==> config.mk <==
export PLATFORM = sky130hd
export DESIGN_NAME = ddrwp_core
export DESIGN_NICKNAME = d
export VERILOG_FILES = /design/src/ddrwp_pkg.sv /design/src/ddrwp_core.sv
export SDC_FILE = /design/constraint.sdc
export NUM_CORES = 2
export LEC_CHECK = 0
export BUFFER_PORTS_ARGS = -buffer_cell sky130_fd_sc_hd__buf_2
export CAP_MARGIN = 20
export CORE_MARGIN = 2
export CORE_UTILIZATION = 50
export DETAILED_ROUTE_END_ITERATION = 6
export MAX_ROUTING_LAYER = met4
export PLACE_DENSITY = 0.66
export SYNTH_ARGS = -nofsm -noshare
export SYNTH_HDL_FRONTEND = slang
export SYNTH_SLANG_ARGS = --single-unit
==> constraint.sdc <==
create_clock -name clk -period 3.96 [get_ports clk]
set_clock_uncertainty 0.2 [all_clocks]
set_input_delay 0.396 -clock clk [delete_from_list [all_inputs] [get_ports clk]]
set_output_delay 0.396 -clock clk [all_outputs]
set_load 0.05 [all_outputs]
==> src/ddrwp_pkg.sv <==
// constants, carriers and state layout of the write/precharge/refresh block
package ddrwp_pkg;
    localparam int CLK_PS = 5000;
    localparam int ROW_CLOSE_PS = 13750;
    localparam int REF_CYCLE_PS = 160000;
    localparam int AVG_REF_NORM_PS = 7800000;
    localparam int AVG_REF_EXT_PS = 3900000;
    localparam int ROW_CLOSE_CYC = (ROW_CLOSE_PS + CLK_PS - 1) / CLK_PS;
    localparam int REF_CYCLE_CYC = (REF_CYCLE_PS + CLK_PS - 1) / CLK_PS;
    localparam int AVG_REF_NORM_CYC = AVG_REF_NORM_PS / CLK_PS;
    localparam int AVG_REF_EXT_CYC = AVG_REF_EXT_PS / CLK_PS;
    localparam int MAX_POSTED = 8;
    localparam logic [7:0] OFS_CTRL = 8'h00;
    localparam logic [7:0] OFS_STAT = 8'h04;
    localparam logic [7:0] OFS_ROW = 8'h08;
    localparam logic [7:0] OFS_PEEK_IDX = 8'h0c;
    localparam logic [7:0] OFS_PEEK_DATA = 8'h10;
    localparam int CTRL_OTF_BIT = 0;
    localparam int CTRL_BL8_BIT = 1;
    localparam int CTRL_EXT_BIT = 2;
    localparam logic [2:0] CTRL_RST = 3'h2;
    localparam logic [1:0] RESP_OKAY = 2'h0;
    localparam logic [1:0] RESP_DECERR = 2'h3;
    typedef struct packed {
        logic cs_n;
        logic ras_n;
        logic cas_n;
        logic we_n;
        logic [2:0] ba;
        logic [15:0] addr;
    } ddrwp_cmd_type;
    typedef struct packed {
        logic valid;
        logic [31:0] data;
        logic [3:0] mask;
    } ddrwp_beat_type;
    typedef struct packed {
        logic [7:0] bank_open;
        logic [7:0][3:0] pre_cnt;
        logic wb_active;
        logic [2:0] wb_bank;
        logic [9:0] wb_col;
        logic [2:0] wb_left;
        logic wb_ap;
        logic [5:0] ref_cnt;
        logic ref_busy;
        logic [15:0] ref_row;
        logic sr;
        logic [10:0] itv;
        logic [3:0] debt;
        logic cke_q;
        logic [2:0] ctrl;
        logic [5:0] peek;
        logic aw_got;
        logic [7:0] awaddr;
        logic w_got;
        logic [31:0] wdata;
        logic [3:0] wstrb;
        logic awready;
        logic wready;
        logic bvalid;
        logic [1:0] bresp;
        logic arready;
        logic rvalid;
        logic [31:0] rdata;
        logic [1:0] rresp;
    } ddrwp_state_type;
endpackage

==> src/ddrwp_core.sv <==
// bank state, write bursts, precharge and refresh tracking with an axi4-lite view
// How it works
// write picks its bank from the bank inputs; the bank must be open
// a10 at write: low keeps row open, high auto-precharges after the burst
// with on-the-fly select, a12 low gives four beats, high eight
// write decodes as cs low, ras high, cas low, we low, cke high
// a byte lane is stored only while its mask bit is low
// precharge closes the addressed row; controller waits row_close_time
// precharge with a10 high closes all banks, else the selected bank
// other banks may be accessed while one auto-precharges
// an idle bank must be activated before read or write
// precharge to an idle bank is a no-operation
// precharge interval runs from the last precharge to that bank
// refresh row address comes from an internal counter
// every refresh needs its own command
// refresh average interval at most 7.8us, or 3.9us when hot
// only nop or deselect during refresh_cycle_time after refresh
// at most eight refreshes may be postponed
// postponed count before and after self refresh stays at eight or less
// at most 16 refreshes within two average refresh intervals
// cke high with precharge, activate and refresh
// all banks closed before refresh, precharge-all when several open
// self refresh keeps rows refreshed from an internal timer
// first write waits 512 clocks after reference voltage returns
// per-bank open flag and precharge countdown follow every bank event
module ddrwp_core import ddrwp_pkg::*; (
    input wire logic clk,
    input wire logic rstn,
    input wire logic ce,
    input wire logic cke,
    input wire ddrwp_cmd_type cmd,
    input wire ddrwp_beat_type beat,
    input wire logic s_axi_awvalid,
    output logic s_axi_awready,
    input wire logic [7:0] s_axi_awaddr,
    input wire logic s_axi_wvalid,
    output logic s_axi_wready,
    input wire logic [31:0] s_axi_wdata,
    input wire logic [3:0] s_axi_wstrb,
    output logic s_axi_bvalid,
    input wire logic s_axi_bready,
    output logic [1:0] s_axi_bresp,
    input wire logic s_axi_arvalid,
    output logic s_axi_arready,
    input wire logic [7:0] s_axi_araddr,
    output logic s_axi_rvalid,
    input wire logic s_axi_rready,
    output logic [31:0] s_axi_rdata,
    output logic [1:0] s_axi_rresp,
    output logic [7:0] bank_open,
    output logic self_refresh,
    output logic refresh_busy
);
    localparam logic [3:0] ROW_CLOSE_CNT = 4'(ROW_CLOSE_CYC);
    localparam logic [5:0] REF_CNT = 6'(REF_CYCLE_CYC);
    localparam logic [10:0] ITV_NORM = 11'(AVG_REF_NORM_CYC - 1);
    localparam logic [10:0] ITV_EXT = 11'(AVG_REF_EXT_CYC - 1);
    localparam logic [3:0] DEBT_CAP = 4'(MAX_POSTED + 1);
    localparam ddrwp_state_type ST_RST = '{ctrl: CTRL_RST, default: '0};

    ddrwp_state_type s;
    ddrwp_state_type n;
    logic [31:0] mem [64];
    logic cmd_ok;
    logic c_act;
    logic c_wr;
    logic c_pre;
    logic c_ref;
    logic sr_entry;
    logic beat_take;
    logic [5:0] beat_idx;
    logic [7:0] precharging;
    logic [10:0] itv_top;

    ////////////////////////////////////////////////////////////////
    // command decode
    always_comb begin
        cmd_ok = ce && s.cke_q && !s.sr && !cmd.cs_n;
        c_act = cmd_ok && cke && !cmd.ras_n && cmd.cas_n && cmd.we_n;
        c_wr = cmd_ok && cke && cmd.ras_n && !cmd.cas_n && !cmd.we_n;
        c_pre = cmd_ok && cke && !cmd.ras_n && cmd.cas_n && !cmd.we_n;
        c_ref = cmd_ok && !cmd.ras_n && !cmd.cas_n && cmd.we_n;
        sr_entry = c_ref && !cke;
        beat_take = ce && s.wb_active && beat.valid;
        beat_idx = {s.wb_bank, s.wb_col[2:0]};
        for (int i = 0; i < 8; i++) begin
            precharging[i] = (s.pre_cnt[i] != 4'h0);
        end
        itv_top = s.ctrl[CTRL_EXT_BIT] ? ITV_EXT : ITV_NORM;
    end

    ////////////////////////////////////////////////////////////////
    // next state
    always_comb begin
        n = s;
        n.cke_q = cke;
        for (int i = 0; i < 8; i++) begin
            if (precharging[i]) begin
                n.pre_cnt[i] = s.pre_cnt[i] - 4'h1;
            end
        end
        if (s.ref_cnt != 6'h00) begin
            n.ref_cnt = s.ref_cnt - 6'h01;
        end
        // interval timer: posting debt when awake, row refresh when asleep
        if (s.itv >= itv_top) begin
            n.itv = 11'h000;
            if (s.sr) begin
                n.ref_row = s.ref_row + 16'h0001;
            end else if (s.debt != DEBT_CAP) begin
                n.debt = s.debt + 4'h1;
            end
        end else begin
            n.itv = s.itv + 11'h001;
        end
        if (s.sr && cke) begin
            n.sr = 1'b0;
        end
        // write burst beats
        if (beat_take) begin
            if (s.wb_left == 3'h0) begin
                n.wb_active = 1'b0;
                if (s.wb_ap) begin
                    n.bank_open[s.wb_bank] = 1'b0;
                    n.pre_cnt[s.wb_bank] = ROW_CLOSE_CNT;
                end
            end else begin
                n.wb_left = s.wb_left - 3'h1;
                n.wb_col[2:0] = s.wb_col[2:0] + 3'h1;
            end
        end
        if (c_act && !precharging[cmd.ba]) begin
            n.bank_open[cmd.ba] = 1'b1;
        end
        // a write to a closed bank is dropped: no row to write into
        if (c_wr && s.bank_open[cmd.ba]) begin
            n.wb_active = 1'b1;
            n.wb_bank = cmd.ba;
            n.wb_col = cmd.addr[9:0];
            n.wb_ap = cmd.addr[10];
            if (s.ctrl[CTRL_OTF_BIT]) begin
                n.wb_left = cmd.addr[12] ? 3'h7 : 3'h3;
            end else begin
                n.wb_left = s.ctrl[CTRL_BL8_BIT] ? 3'h7 : 3'h3;
            end
        end
        if (c_pre) begin
            for (int i = 0; i < 8; i++) begin
                if ((cmd.addr[10] || cmd.ba == 3'(i)) && (s.bank_open[i] || precharging[i])) begin
                    n.bank_open[i] = 1'b0;
                    n.pre_cnt[i] = ROW_CLOSE_CNT;
                end
            end
        end
        if (c_ref) begin
            n.ref_row = s.ref_row + 16'h0001;
            n.itv = 11'h000;
            if (sr_entry) begin
                n.sr = 1'b1;
            end else begin
                n.ref_cnt = REF_CNT;
            end
            // counts from n so an interval tick in the same cycle is not lost
            if (n.debt != 4'h0) begin
                n.debt = n.debt - 4'h1;
            end
        end
        n.ref_busy = (n.ref_cnt != 6'h00);
        // axi4-lite write channel
        if (s.awready && s_axi_awvalid) begin
            n.aw_got = 1'b1;
            n.awaddr = s_axi_awaddr;
        end
        if (s.wready && s_axi_wvalid) begin
            n.w_got = 1'b1;
            n.wdata = s_axi_wdata;
            n.wstrb = s_axi_wstrb;
        end
        if (s.bvalid && s_axi_bready) begin
            n.bvalid = 1'b0;
        end
        if (s.aw_got && s.w_got && !s.bvalid) begin
            n.aw_got = 1'b0;
            n.w_got = 1'b0;
            n.bvalid = 1'b1;
            n.bresp = RESP_OKAY;
            case (s.awaddr)
                OFS_CTRL: begin
                    if (s.wstrb[0]) begin
                        n.ctrl = s.wdata[2:0];
                    end
                end
                OFS_PEEK_IDX: begin
                    if (s.wstrb[0]) begin
                        n.peek = s.wdata[5:0];
                    end
                end
                OFS_STAT, OFS_ROW, OFS_PEEK_DATA: begin
                    n.bresp = RESP_OKAY;
                end
                default: begin
                    n.bresp = RESP_DECERR;
                end
            endcase
        end
        n.awready = !n.aw_got && !n.bvalid;
        n.wready = !n.w_got && !n.bvalid;
        // axi4-lite read channel
        if (s.rvalid && s_axi_rready) begin
            n.rvalid = 1'b0;
        end
        if (s.arready && s_axi_arvalid) begin
            n.rvalid = 1'b1;
            n.rresp = RESP_OKAY;
            n.rdata = 32'h0000_0000;
            case (s_axi_araddr)
                OFS_CTRL: n.rdata[2:0] = s.ctrl;
                OFS_STAT: n.rdata = {8'h00, s.debt, 1'b0, s.wb_active, s.ref_cnt != 6'h00,
                                     s.sr, precharging, s.bank_open};
                OFS_ROW: n.rdata[15:0] = s.ref_row;
                OFS_PEEK_IDX: n.rdata[5:0] = s.peek;
                OFS_PEEK_DATA: n.rdata = mem[s.peek];
                default: n.rresp = RESP_DECERR;
            endcase
        end
        n.arready = !n.rvalid;
    end

    ////////////////////////////////////////////////////////////////
    // registers
    always_ff @(posedge clk or negedge rstn) begin
        if (!rstn) begin
            s <= ST_RST;
        end else if (ce) begin
            s <= n;
        end
    end

    // array has no reset: contents are undefined until written, as in a real array
    always_ff @(posedge clk) begin
        if (beat_take) begin
            for (int l = 0; l < 4; l++) begin
                if (!beat.mask[l]) begin
                    mem[beat_idx][8*l +: 8] <= beat.data[8*l +: 8];
                end
            end
        end
    end

    assign s_axi_awready = s.awready;
    assign s_axi_wready = s.wready;
    assign s_axi_bvalid = s.bvalid;
    assign s_axi_bresp = s.bresp;
    assign s_axi_arready = s.arready;
    assign s_axi_rvalid = s.rvalid;
    assign s_axi_rdata = s.rdata;
    assign s_axi_rresp = s.rresp;
    assign bank_open = s.bank_open;
    assign self_refresh = s.sr;
    assign refresh_busy = s.ref_busy;
endmodule

==> key figures <==
Drt
  – Post-detailed-routing wire length: 226000 microns
  – 1st-iter DRT viols: 5900
  – Via-per-instance ratio: 6.16
  – WL per Instance: 30.8 microns
  – DRT Pass-1 Iters: 6
  – Vias: 45100
  – DRT antenna net count: 0
  – Routed met3 length: 20900 microns
  – Uppermost layer routed: met4
  – M1 WL: 89500 microns
  – Metal2 WL: 108000 microns
  – DRC Markers: 0

Synthesis
  – Mapped Area: 87700 sq um
  – Synth cell types: 72
  – Post-Syn Instances: 4286
  – Yosys reg bits: 2204
  – Synth Warn #: 0
  – Post-synth EDFFs: 2048
  – Main synth FF type: edfxtp_1
  – Syn nets: 4430
  – FFs w/ async S/R, synth: 0.0708
  – Mean post-synth cell area: 20.5 sq um
  – Sequential area share after synthesis: 0.746

Critical path
  – Cell chain of the critical path: buf_4 -> mux4_2 -> mux4_2 -> mux2_2 -> o21ai_0 -> buf_4 -> o21ai_0
  – Worst setup SP type: flop
  – Crit path DAT: 4.33 ns
  – Setup crit end kind: flop
  – Worst EP required: 4.47 ns
  – Reg2Reg Setup Slack: 0.14 ns
  – WP buf/inv: 2
  – CP max stage cell: dfrtp_4
  – Crit Path Category: reg2reg
  – Crit Path Max Fanout: 24
  – Slowest stage delay, CP: 0.66 ns
  – Crit path max-delay family: multiplexers

Layout
  – Commonest non-fill, non-tap cell in the layout: edfxtp_1
  – Multi-input logic area: 20700 sq um
  – Post-route design area: 101000 sq um
  – Layout Area Growth over Synthesis: 15.1%
  – Share of cells above drive strength 1: 0.296
  – Register area: 65400 sq um
  – Nets: 4943
  – FILL cells: 12600
  – Commonest cells after routing, fill and taps aside: edfxtp_1, mux4_2, nor2_1

Die
  – Core area: 174000 sq um
  – Initial Util: 0.504
  – Die X: 423 microns
  – Die Span Y: 423 microns
  – I/O Pins: 172
  – Die ar.: 179000 sq um
  – FP Rows: 153

GRT
  – Grt ovf: 0
  – Initial antenna violation count: 15
  – Vias in the first global route: 44600
  – GRT Overall Usage: 0.261
  – Largest net degree at the start of global routing: 102
  – Global-route wire length before repair: 322000 microns

CTS
  – Clock buffer count from CTS: 215
  – Post-CTS setup buffer count: 0
  – CTS resizes: 0
  – Clk pin slew, worst setup/hold paths: 0.06 ns
  – H-tree levels: 4
  – Clock Latency Late Sink: 0.86 ns
  – Worst-case clock buffer depth: 3
  – Sink Count: 2204
  – Root Buffer Master: clkbuf_16
  – CTS tree: built

Place
  – Port bufs: 131
  – Post-DP HPWL: 145000 microns
  – Dpl cell area: 92800 sq um
  – Placer congestion estimate: 0.873

STA
  – Setup_tns: 0 ns
  – Period utilisation layout: 0.964
  – Tightest Pin Transition: 1.11 ns
  – Hold Fails Final Rpt: 0
  – RSZ-0062 raised after global routing: false
  – Setup violators final: 0
  – Minimum clock period: 3.82 ns
  – Fmax: 262 MHz
  – Max Slew Vio Count: 0
  – Relative max-transition margin: 0.263

Outcome
  – Outcome: complete, no violations

Pwr
  – Leak: 32.0 nW
  – Power Density: 503 nW/um^2
  – Peak supply drop: 0.455 mV

Hold path
  – HP Class: in2async

Flow run
  – Max_cap viols: 0
==> cells by family after synthesis <==
| kind of cell | share of synthesized area |
|---|---|
| AO/OA/AOI/OAI | 0.0224 |
| adder cells (fa/ha/maj) | 0.00328 |
| XOR/XNOR | 0.00250 |
| buffers and inverters | 0.0183 |
| AND/OR/NAND/NOR | 0.0336 |
| multiplexers | 0.174 |
| flip-flops | 0.746 |
==> layout make-up <==
cell class / instances / share of cell area
Sequential cell: 2204 / 0.648
Multi-Input combinational cell: 1755 / 0.205
Clock buffer: 283 / 0.0564
Timing Repair Buffer: 577 / 0.0479
Tap cell: 2325 / 0.0288
Clock inverter: 114 / 0.0116
Inverter: 46 / 0.00171
Antenna cell: 20 / 0.000496
==> timing repair <==
item | CTS | global route
hold buffers | 67 | 19
setup endpoints to repair | 0 | 0
hold endpoints to repair | 471 | 874
==> power breakdown <==
group / leakage (nW) / switching, W / internal (W) / total, W
clock: 3.33 / 0.00875 / 0.0112 / 0.0200
sequential: 20.4 / 0.000490 / 0.0259 / 0.0264
combinational: 8.29 / 0.00269 / 0.00166 / 0.00435
==> routing by layer <==
metal | vias to the layer above | global-route usage
met5 | - | -
met4 | 0 | 0.0888
met3 | 359 | 0.0532
met2 | 2248 | 0.392
met1 | 23900 | 0.360
li1 | 18600 | -
==> sequential cells by signal, indices dropped and copies added (netlist names) <==
signal / cells
s_axi_rresp: 1
s_axi_bvalid: 1
s_axi_bresp: 1
beat_idx: 6
s_axi_rvalid: 1
bank_open: 8
s_axi_rdata: 32
s_axi_wready: 1
s_axi_arready: 1
self_refresh: 1
s_axi_awready: 1
s: 101
mem: 2048
refresh_busy: 1
==> through the flow <==
step | hold slack (ns) | setup WS [ns] | util | power (W) | std cells
2_1_floorplan | -0.0996 | 0.854 | - | 0.0294 | 4286
6_report | 0.00856 | 0.141 | 0.580 | 0.0507 | 7324
3_5_place_dp | 0.269 | 0.209 | 0.533 | 0.0311 | 6802
4_1_cts | 0.00361 | 0.201 | 0.576 | 0.0509 | 7266
3_3_place_gp | 0.260 | 0.204 | 0.533 | 0.0309 | 6801
5_1_grt | 0.0620 | 0.0553 | 0.580 | 0.0523 | 7318
==> cells in the mapped netlist (23+ instances only) <==
cell	count	area (sq um)
edfxtp_1	2048	61500
mux4_2	612	13800
nor2_1	317	1190
nand2_1	156	586
dfrtp_1	155	3880
clkbuf_1	108	405
o21ai_0	87	435
mux2i_1	84	841
buf_4	74	556
buf_2	62	310
mux2_2	55	619
a21oi_1	46	230
inv_1	45	169
buf_1	34	128
nand3_1	30	150
nor3_1	27	135
ha_1	23	288
==> final timing paths <==
| check | start | endpoint | depth (start not counted) |
|---|---|---|---|
| setup / recovery | s[87] | s_axi_rdata[5] | 7 |
| hold / removal | rstn | bank_open[7] | 2 |
| setup reg to reg | s[87] | s_axi_rdata[5] | 7 |
| hold reg to reg | s[128] | s[128] | 1 |
| max in group asynchronous | rstn | s_axi_rdata[22] | 3 |
| min in group clk | beat[18] | mem[24][14] | 1 |
Note: power is estimated with default switching activity, not from simulation.
